[config.mk]
export PLATFORM = sky130hd
export DESIGN_NAME = ipw_prio_word
export DESIGN_NICKNAME = d
export VERILOG_FILES = /design/src/hdl/ipw_pkg.sv /design/src/hdl/ipw_prio_word.sv /design/src/hdl/ipw_prio_decode.sv
export SDC_FILE = /design/constraint.sdc
export NUM_CORES = 1
export LEC_CHECK = 0
export ABC_AREA = 1
export BUFFER_PORTS_ARGS = -buffer_cell sky130_fd_sc_hd__buf_2
export CORE_ASPECT_RATIO = 1.1
export CORE_MARGIN = 1.5
export CORE_UTILIZATION = 40
export DETAILED_ROUTE_END_ITERATION = 6
export PLACE_DENSITY = 0.68
export SYNTH_ARGS = -nofsm -noshare
export SYNTH_HDL_FRONTEND = slang
export SYNTH_SLANG_ARGS = --single-unit
[constraint.sdc]
create_clock -name aclk -period 1.5 [get_ports aclk]
set_clock_uncertainty 0.15 [all_clocks]
set_input_delay 0.375 -clock aclk [delete_from_list [all_inputs] [get_ports aclk]]
set_output_delay 0.375 -clock aclk [all_outputs]
set_load 0.05 [all_outputs]
[src/hdl/ipw_pkg.sv]
// Constants for the interrupt priority word zero block.
// Assumes a 32-bit AXI4-Lite register bus and one 25 MHz clock.
package ipw_pkg;
    // ----------------------------------------
    // Register map
    // ----------------------------------------
    localparam logic [31:0] PRIO_WORD_ADDR = 32'h0000_0000;
    localparam logic [15:0] PRIO_WORD_RESET = 16'h0444;
    localparam logic [15:0] PRIO_WORD_MASK = 16'h0777;
    // ----------------------------------------
    // Field positions (low bit of each field)
    // ----------------------------------------
    localparam int COMPARE1_LSB = 8;
    localparam int CAPTURE1_LSB = 4;
    localparam int EXT0_LSB = 0;
    localparam int NUM_SOURCES = 3;
    // ----------------------------------------
    // Field codes and bus answers
    // ----------------------------------------
    localparam logic [2:0] CODE_DISABLED = 3'h0;
    localparam logic [2:0] CODE_HIGHEST = 3'h7;
    localparam logic [1:0] RESP_OKAY = 2'h0;
    localparam logic [1:0] RESP_SLVERR = 2'h2;
endpackage

[src/hdl/ipw_prio_word.sv]
// Interrupt priority word zero: three 3-bit priority fields behind an AXI4-Lite slave.
// Assumes one clock, synchronous active-low reset and synchronous source request inputs.
`timescale 1ns/10ps
module ipw_prio_word (
    // Clock and reset
    input wire logic aclk,
    input wire logic aresetn,
    // AXI4-Lite write address
    input wire logic [31:0] awaddr,
    input wire logic awvalid,
    output logic awready,
    // AXI4-Lite write data
    input wire logic [31:0] wdata,
    input wire logic [3:0] wstrb,
    input wire logic wvalid,
    output logic wready,
    // AXI4-Lite write response
    output logic [1:0] bresp,
    output logic bvalid,
    input wire logic bready,
    // AXI4-Lite read address
    input wire logic [31:0] araddr,
    input wire logic arvalid,
    output logic arready,
    // AXI4-Lite read data
    output logic [31:0] rdata,
    output logic [1:0] rresp,
    output logic rvalid,
    input wire logic rready,
    // Raw requests: 2 compare1, 1 capture1, 0 ext irq0
    input wire logic [2:0] src_req,
    // Decoded priorities and gated requests
    output logic [2:0] compare1_irq_priority,
    output logic [2:0] capture1_irq_priority,
    output logic [2:0] ext_irq0_priority,
    output logic [2:0] src_enabled,
    output logic [2:0] irq_req
);
    // ----------------------------------------
    // State
    // ----------------------------------------
    logic [15:0] irq_priority_word_zero;
    logic [15:0] next_word;
    logic aw_held, next_aw_held;
    logic w_held, next_w_held;
    logic [31:0] aw_addr_q, next_aw_addr_q;
    logic [31:0] w_data_q, next_w_data_q;
    logic [3:0] w_strb_q, next_w_strb_q;
    logic next_awready, next_wready, next_bvalid, next_arready, next_rvalid;
    logic [1:0] next_bresp, next_rresp;
    logic [31:0] next_rdata;
    logic write_fire;
    logic [15:0] wmask;
    logic [2:0] codes [ipw_pkg::NUM_SOURCES];
    logic [2:0] levels [ipw_pkg::NUM_SOURCES];
    logic [2:0] dec_en;
    logic [2:0] next_c1, next_k1, next_e0, next_en, next_irq;

    // ----------------------------------------
    // Bus slave and register
    // ----------------------------------------
    // Write and read channels, next values
    always_comb begin
        next_word = irq_priority_word_zero;
        next_aw_held = aw_held;
        next_w_held = w_held;
        next_aw_addr_q = aw_addr_q;
        next_w_data_q = w_data_q;
        next_w_strb_q = w_strb_q;
        next_bvalid = bvalid;
        next_bresp = bresp;
        next_rvalid = rvalid;
        next_rresp = rresp;
        next_rdata = rdata;
        wmask = {{8{w_strb_q[1]}}, {8{w_strb_q[0]}}} & ipw_pkg::PRIO_WORD_MASK;
        write_fire = aw_held && w_held && !bvalid;
        if (bvalid && bready) begin
            next_bvalid = 1'b0;
        end
        if (awvalid && awready) begin
            next_aw_held = 1'b1;
            next_aw_addr_q = awaddr;
        end
        if (wvalid && wready) begin
            next_w_held = 1'b1;
            next_w_data_q = wdata;
            next_w_strb_q = wstrb;
        end
        if (write_fire) begin
            next_aw_held = 1'b0;
            next_w_held = 1'b0;
            next_bvalid = 1'b1;
            if (aw_addr_q[31:2] == ipw_pkg::PRIO_WORD_ADDR[31:2]) begin
                next_word = (irq_priority_word_zero & ~wmask) | (w_data_q[15:0] & wmask);
                next_bresp = ipw_pkg::RESP_OKAY;
            end else begin
                next_bresp = ipw_pkg::RESP_SLVERR;
            end
        end
        if (rvalid && rready) begin
            next_rvalid = 1'b0;
        end
        if (arvalid && arready) begin
            next_rvalid = 1'b1;
            if (araddr[31:2] == ipw_pkg::PRIO_WORD_ADDR[31:2]) begin
                next_rdata = {16'h0000, irq_priority_word_zero & ipw_pkg::PRIO_WORD_MASK};
                next_rresp = ipw_pkg::RESP_OKAY;
            end else begin
                next_rdata = 32'h0000_0000;
                next_rresp = ipw_pkg::RESP_SLVERR;
            end
        end
        next_awready = !next_aw_held && !next_bvalid;
        next_wready = !next_w_held && !next_bvalid;
        next_arready = !next_rvalid;
    end

    // Bus and register flops
    always_ff @(posedge aclk) begin
        if (!aresetn) begin
            irq_priority_word_zero <= ipw_pkg::PRIO_WORD_RESET;
            aw_held <= 1'b0;
            w_held <= 1'b0;
            aw_addr_q <= 32'h0000_0000;
            w_data_q <= 32'h0000_0000;
            w_strb_q <= 4'h0;
            awready <= 1'b0;
            wready <= 1'b0;
            bvalid <= 1'b0;
            bresp <= 2'h0;
            arready <= 1'b0;
            rvalid <= 1'b0;
            rresp <= 2'h0;
            rdata <= 32'h0000_0000;
        end else begin
            irq_priority_word_zero <= next_word;
            aw_held <= next_aw_held;
            w_held <= next_w_held;
            aw_addr_q <= next_aw_addr_q;
            w_data_q <= next_w_data_q;
            w_strb_q <= next_w_strb_q;
            awready <= next_awready;
            wready <= next_wready;
            bvalid <= next_bvalid;
            bresp <= next_bresp;
            arready <= next_arready;
            rvalid <= next_rvalid;
            rresp <= next_rresp;
            rdata <= next_rdata;
        end
    end

    // ----------------------------------------
    // Priority decode
    // ----------------------------------------
    // compare1 field bits 10-8
    assign codes[2] = irq_priority_word_zero[ipw_pkg::COMPARE1_LSB +: 3];
    assign codes[1] = irq_priority_word_zero[ipw_pkg::CAPTURE1_LSB +: 3];
    assign codes[0] = irq_priority_word_zero[ipw_pkg::EXT0_LSB +: 3];

    // One decoder per source
    for (genvar i = 0; i < ipw_pkg::NUM_SOURCES; i++) begin : g_dec
        ipw_prio_decode u_dec (
            .code(codes[i]),
            .level(levels[i]),
            .enabled(dec_en[i])
        );
    end

    // levels follow codes; disabled sources gated off
    always_comb begin
        next_c1 = levels[2];
        next_k1 = levels[1];
        next_e0 = levels[0];
        next_en = dec_en;
        next_irq = src_req & dec_en;
    end

    // Decoded output flops
    always_ff @(posedge aclk) begin
        if (!aresetn) begin
            compare1_irq_priority <= 3'h0;
            capture1_irq_priority <= 3'h0;
            ext_irq0_priority <= 3'h0;
            src_enabled <= 3'h0;
            irq_req <= 3'h0;
        end else begin
            compare1_irq_priority <= next_c1;
            capture1_irq_priority <= next_k1;
            ext_irq0_priority <= next_e0;
            src_enabled <= next_en;
            irq_req <= next_irq;
        end
    end
endmodule

[src/hdl/ipw_prio_decode.sv]
// Decodes one 3-bit priority code into a level and an enable.
// Assumes the code comes from a register of the same clock domain.
`timescale 1ns/10ps
module ipw_prio_decode (
    // Field code
    input wire logic [2:0] code,
    // Decoded result
    output logic [2:0] level,
    output logic enabled
);
    // Codes map straight onto levels, zero disables the source
    always_comb begin
        level = code;
        enabled = (code != ipw_pkg::CODE_DISABLED);
    end
endmodule

==> Yosys cells after proc, flatten, opt, wreduce, memory -nomap -nowiden <==
Index checks and enable logic that the tools add are counted.
Widths: inputs -> output; s select.
{ "totals": {"regBits": 124, "inputBits": 110, "out_inout_bits": 56, "elab_cells": 55} }
{ "classes": {"muxes": 11, "bitwise_logic": 5, "n_reduce_logical": 20} }
{ "op_table": {"columns": ["operator", "count"], "rows": [
  ["$logic_not 30->1", 2],
  ["$and 16x11->16", 1],
  ["$and 16x16->16", 1],
  ["$not 11->16", 1],
  ["$or 16x16->16", 1],
  ["$mux 11", 1],
  ["$logic_and 1x1->1", 9],
  ["$reduce_bool 3->1", 3],
  ["$mux 1", 8],
  ["$logic_not 1->1", 5],
  ["$mux 2", 2],
  ["$and 3x3->3", 1],
  ["$reduce_and 2->1", 1]
]} }

==> Logic depth before layout (Yosys ltp) <==
Gate-level depths: netlist of the first run.
{ "logic_depth": {"ltp_word": 5, "depth_mapped": 9, "depth_no_buf": 9} }

==> Cells and area by module <==
Synthesis of the first run repeated with hierarchy kept, for this count alone.
{ "hier_totals": {"hier_cells": 452, "hier_area_um2": 3373.2} }
{ "modules_own_cells": {"columns": ["mod", "n_inst", "cells_per_inst", "area_each_um2"], "rows": [
  ["ipw_prio_word", 1, 434, 3271.9],
  ["ipw_prio_decode", 3, 6, 33.8]
]} }

==> Worst setup path after synthesis of the first run <==
Ideal clock, no wire load.
{ "synth_path": {"path_type": "register to register", "start": "register bvalid", "end": "register (tool-made name)", "setup_time_ns": 0.110, "t_arrival_ns": 1.310, "required_time_ns": 1.240, "path_slack_ns": -0.069, "stages_incl_launch_ff": 10, "n_path_buf": 1, "synth_period_minus_slack_ns": 1.569, "cell_sequence": "dfxtp_1 -> inv_1 -> nand3_1 -> nor2_1 -> nand2_1 -> nor2_4 -> buf_6 -> nand4_1 -> nand2_1 -> nor2_1"} }
{ "synth_rtl": {"columns": ["element", "line", "source"], "rows": [
  ["from (decl)", "ipw_prio_word.sv:19", "output logic bvalid,"],
  ["from (signal assigned)", "ipw_prio_word.sv:144", "bvalid <= next_bvalid;"]
]} }

==> results of run 1 <==
==> repair_timing <==
action                     CTS  global route
setup endpoints to repair   11            17
pin swaps                    2             3
gates resized for setup      2            12
setup buffers                2             0
==> final cells by class <==
cell class	count	area share, %
Multi-Input combinational cell	287	30.4
Inverter	45	4.06
Clock inverter	4	1.74
Timing Repair Buffer	123	16.7
Clock buffer	12	3.73
Sequential cell	83	40.1
Tap cell	108	3.25
==> worst max-delay path by stage <==
stage	startpoint	endpoint	slack (ns)	cells past startpoint
after floorplan	bvalid	register	0.04	9
after global placement	aw_addr_q[8]	register	-0.04	8
after detailed placement	bvalid	register	-0.06	9
after CTS	aw_addr_q[10]	register	-0.002	9
after global routing	aw_addr_q[28]	register	-0.13	10
final	aw_addr_q[10]	register	0.03	9
==> layout by cell type, fill, tap and decap left out, types with 2 or more instances in the layout <==
master     synthesis  routed
o21ai_0           44      44
clkbuf_8           0      11
inv_1             44      44
nor3_1             3       3
dfxtp_1           83      78
clkbuf_4           0       7
nor2_1           105     103
nand2_1           54      53
conb_1             1      25
buf_12             0       2
buf_2              5     102
nand3_1           26      25
nand3_2            1       2
buf_4             26      12
dfxtp_2            0       5
nand4_1           10      10
nor2_2             1       3
bufinv_16          0       2
a21oi_1           12      12
==> per-stage QoR <==
step	hold WS, ns	area (sq um)	total power [mW]	setup slack [ns]	setup TNS [ns]
3_3_place_gp	0.274	3870	3.13	-0.0449	-0.330
2_1_floorplan	0.259	3370	2.99	0.0375	0
4_1_cts	0.0532	4130	4.91	-0.00171	-0.00171
5_1_grt	0.0886	4160	5.12	-0.128	-0.807
6_report	0.0658	4160	4.86	0.0302	0
3_5_place_dp	0.280	3870	3.15	-0.0613	-0.389
==> kinds of logic after synthesis <==
family          Yosys count  share of synthesized area, %
other cells               1                         0.115
flops                    83                          50.7
compound gates           57                          8.79
simple gates            205                          26.6
buf+inv                  88                          13.7
==> power by group <==
part | internal (mW) | switching [mW]
sequential | 2.32 | 0.0561
combinational | 0.226 | 0.495
clock | 1.03 | 0.737
==> layer usage <==
layer | up-vias | global-route usage, % | routed length, microns
met4 | 0 | 6.04 | 57
met5 | - | 0 | 0
met1 | 1217 | 17.0 | 2820
li1 | 1543 | - | -
met2 | 99 | 26.1 | 3060
met3 | 7 | 3.38 | 473
==> tightest hold or removal path: cells and delay by family <==
family / cells / cell delay, ns
buffers and inverters: 2 / 0.11
AND/OR/NAND/NOR: 1 / 0.04
==> out/qor.yml, run 1 <==
status: "finished clean"
placed_cells: 644
final_antenna_net_count: 0
synth_edf_count: 0
synth.most_common_cell: "nor2_1"
clock_sinks: 83
via_per_inst: 4.33
clk_path_buf_depth: 2
reg2reg_from: "aw_addr_q[10]"
ys_warn_count: 0
setup_viol: 0
synthArstFlopShare_pct: 0
dp_hpwl_microns: 4780
clk_latency_ns: 0.34
max_stage_delay_ns: 0.31
r2r_cells: 9
hold_violations: 0
min_from: "src_req[2]"
via_count: 2866
cp.arrival_ns: 1.60
critical-path-top-delay-family: "simple AND/OR/NAND/NOR gates"
min_to: "irq_req[2]"
crit_chain: "or2_0, nor2_1, nand2_1, nor2_4, buf_12, nand3_4, nand2_1, inv_1, nor2_1"
wl_microns: 6410
synth_area_sq_um: 3270
yosysUniqueCellTypes: 23
drt_pre_antenna_iters: 4
antenna_found_initial: 1
peakVddDrop_v: 0.000531
fin_util_pct: 52.6
die_h_microns: 97.9
multi_input_area_sq_um: 1270
syn_area_per_cell_sq_um: 7.54
synth-main-ff-cell: "dfxtp_1"
postSynthCellCount: 434
final_cells: 662
fin_crit_sh_pct: 98.0
core_sq_um: 7910
grt_pass1_vias: 2576
wl_per_cell_microns: 9.68
grt_max_degree: 52
rows: 34
grt.overflow.total: 0
fin_crit_ns: 1.47
cts_root_buf: "clkbuf_8"
drtIter0Drc: 87
power_density_nw_per_um2: 1170
antennaDiodeCount: 0
hold_buffers: 0
regArea_sq_um: 1670
max_freq_mhz: 680
fill_cells: 839
worstHoldPathCells: 3
critPathBufInv: 2
p_leak_nw: 2.09
required_ns: 1.63
synth_top_area_cell: "dfxtp_1"
start_kind: "register"
crit_type: "register to register"
h-tree-depth: 3
rsz0062_at_grt: "yes"
synthTopCellsByArea: "dfxtp_1 51%, nor2_1 12%, o21ai_0 6.7%, nand2_1 6.2%, buf_4 6.0%"
fp.dieW_microns: 89.3
drv_cap: 0
synth_common_cells: "105 x nor2_1, 83 x dfxtp_1, 54 x nand2_1"
nNetsFinal: 659
start_util_pct: 41.4
clkTransAtPathRegs_ns: 0.08
hp-class: "primary input to register"
slowest_stage: "dfxtp_1"
drive_above_1_share_pct: 27.4
die_area_sq_um: 8740
synth_top_area_share_pct: 50.7
ioPinCount: 166
area_growth_pct: 27.0
r2r_slack_ns: 0.03
seq_area_frac_synth_pct: 50.7
cts_tree: "built"
globalRouteTotalUtil_pct: 14.9
portBuffers: 111
grt_pass1_wl_microns: 10400
gp_congestion: 0.731
drv_slew: 0
ys_ff_latch: 83
path_max_fanout: 12
drc: 0
setup.worst_path.end_class: "register"
cts_made_buffers: 9
Note: power is estimated with default switching activity, not from simulation.
==> inputs of run 2 (changes only) <==
--- a/config.mk
+++ b/config.mk
@@ -5,7 +5,7 @@
 export SDC_FILE = /design/constraint.sdc
 export NUM_CORES = 1
 export LEC_CHECK = 0
-export ABC_AREA = 1
+export ABC_AREA = 0
 export BUFFER_PORTS_ARGS = -buffer_cell sky130_fd_sc_hd__buf_2
 export CORE_ASPECT_RATIO = 1.1
 export CORE_MARGIN = 1.5
==> out/qor.yml, run 2 <==
drv_slew: 0  # unchanged
grt_max_degree: 32  # -38%
rows: 33  # -2.9%
area_growth_pct: 35.2
power_density_nw_per_um2: 1120  # -4.6%
nNetsFinal: 593  # -10%
seq_area_frac_synth_pct: 52.5  # +1.8 points
synth_top_area_cell: "dfxtp_1"
synthTopCellsByArea: "dfxtp_1 53%, nand2_1 12%, a21boi_0 10%, buf_4 5.9%, mux2i_1 2.8%"
wl_per_cell_microns: 10.9  # +12%
setup_viol: 20  # +20
hold_violations: 0  # unchanged
via_count: 2651  # -7.5%
mostFrequentLayoutCells: "100 x nand2_1, 95 x buf_2, 78 x dfxtp_1"
hold_ws_ns: 0.0790  # +0.0132 ns
drtIter0Drc: 82  # -5.7%
portBuffers: 111  # unchanged
postSynthCellCount: 348  # -20%
pwr-share-clk_pct: 37.4  # +1.1 points
wl_microns: 6460  # +0.75%
synth_top_area_share_pct: 52.5  # +1.8 points
switching_share_pct: 25.5  # -0.99 points
die_h_microns: 96.3  # -1.7%
ys_ff_latch: 83  # unchanged
gp_congestion: 0.727  # -0.63%
synth_area_sq_um: 3160  # -3.4%
combPwrFrac_pct: 13.8  # -1.0 points
p_seq_share_pct: 48.8  # about the same
pre_cts_ws_ns: -0.649  # -0.588 ns
drive_above_1_share_pct: 34.8  # +7.4 points
setup.worst_path.end_class: "register"
wl_met3_microns: 339  # -28%
die_area_sq_um: 8450  # -3.3%
start_kind: "primary input"
synth-main-ff-cell: "dfxtp_1"
cts_setup_buffers: 0  # -2
fin_crit_ns: 1.78  # +0.306 ns
max_freq_mhz: 563  # -17%
globalRouteTotalUtil_pct: 15.5  # +0.68 points
r2r_cells: 5  # -4
timing.final.ws_setup_ns: -0.276  # -0.306 ns
final_antenna_net_count: 0  # unchanged
hp-class: "primary input to register"
clk_latency_ns: 0.34  # about the same
route.met2.wl_microns: 3130  # +2.3%
drc: 0  # unchanged
start_util_pct: 41.9  # +0.48 points
synthArstFlopShare_pct: 0  # unchanged
drt_pre_antenna_iters: 4  # unchanged
clkTransAtPathRegs_ns: 0.08  # about the same
fin_crit_sh_pct: 118  # +20 points
antenna_found_initial: 0  # -1
fin_util_pct: 56.6  # +4.0 points
drv_cap: 0  # unchanged
worstHoldPathCells: 2  # -1
clk_path_buf_depth: 2  # unchanged
peakVddDrop_v: 0.000681  # +28%
dp_hpwl_microns: 4940  # +3.5%
status: "finished with violations"
final_common_cell: "nand2_1"
drt-met1-wl_microns: 2900  # +2.6%
fp.dieW_microns: 87.8  # -1.7%
h-tree-depth: 3  # unchanged
hold_buffers: 0  # unchanged
core_sq_um: 7560  # -4.5%
rsz0062_at_grt: "yes"
syn_area_per_cell_sq_um: 9.09  # +20%
synth_common_cells: "100 x nand2_1, 83 x dfxtp_1, 43 x a21boi_0"
yosysUniqueCellTypes: 27  # +17%
cp.arrival_ns: 1.91  # +0.31 ns
grt_pass1_wl_microns: 10200  # -2.1%
cts_tree: "built"
grt_pass1_vias: 2353  # -8.7%
p_int_mw: 3.55  # -0.60%
switchingPower_mw: 1.22  # -5.6%
path_max_fanout: 10  # -2
grt.overflow.total: 0  # unchanged
synth_edf_count: 0  # unchanged
required_ns: 1.64  # about the same
via_per_inst: 4.47  # +3.3%
failed_checks: "negative setup slack"
ioPinCount: 166  # unchanged
cts_made_buffers: 9  # unchanged
ys_warn_count: 0  # unchanged
synth.most_common_cell: "nand2_1"
cts_root_buf: "clkbuf_8"
clock_sinks: 83  # unchanged
crit_type: "primary input to register"
p_leak_nw: 1.99  # -4.6%
antennaDiodeCount: 0  # unchanged
maxUsedRoutingLayer: "met4"
## run 2: cell types whose count changed after synthesis, moves of 25 or more
cell,change
nor2_1,-101
a21boi_0,+43
nand3_1,-25
o21ai_0,-44
inv_1,-38
nand2_1,+46
## run 2: routing by layer
| layer | global-route usage [%] | up-vias |
|---|---|---|
| met2 | 26.3 | 83 |
| li1 | - | 1382 |
| met1 | 18.9 | 1176 |
| met4 | 6.61 | 0 |
| met3 | 3.43 | 10 |
| met5 | 0 | - |
## run 2: area by class of cell
class                   count  area, sq um
multi-input cells         241         1350
flip-flops and latches     83         1670
inverters                   6         22.5
clock buffers              12          155
well taps                 105          131
clock inverters             4         72.6
fillers                   732         3280
repair buffers            142          876
## run 2: kinds of logic (layout without fill, tap and decap cells)
kind of cell           count (synthesis)  count (layout)  synth area share [%]
other                                  1              25                 0.119
multiplexers                           9               9                  2.85
AND/OR/NAND/NOR                      154             154                  23.0
buffers and inverters                 48             164                  8.66
flip-flops                            83              83                  52.5
AO/OA/AOI/OAI                         53              53                  12.9
## run 2: worst paths after layout
path	end	slack, ns	start
worst max register to register	register	-0.25	aw_addr_q[7]
worst min register to register	wready	0.30	w_held
worst min-delay path	irq_req[2]	0.08	src_req[2]
worst max-delay path	rdata[4]	-0.28	araddr[17]
## run 2: timing repair
item,CTS,global route
pin swaps,6,2
setup endpoints to repair,23,33
resized for setup,12,20
## run 2: power groups by stage
| stage | Combinational [mW] | Sequential [mW] | Clock, mW |
|---|---|---|---|
| 4_1_cts | 0.660 | 2.33 | 1.83 |
| 3_3_place_gp | 0.625 | 2.37 | 0 |
| 3_5_place_dp | 0.636 | 2.38 | 0 |
| 6_report | 0.659 | 2.33 | 1.78 |
| 2_1_floorplan | 0.382 | 2.46 | 0 |
| 5_1_grt | 0.718 | 2.34 | 1.94 |
## run 2: through the flow
stage                     std cells  cell area (sq um)  total power, mW  setup TNS, ns
after detailed placement        577               3950             3.01          -9.31
final                           593               4280             4.77          -4.87
after floorplan                 372               3260             2.84          -7.61
after CTS                       593               4230             4.81          -5.25
after global placement          577               3950             3.00          -9.04
after global routing            593               4280             5.00          -5.98
## run 2: worst max-delay path, stage by stage
cell	delay [ns]
buf_6	0.09
or4_4	0.51
or4_4	0.50
nor3_4	0.16
buf_12	0.14
a22o_1	0.13
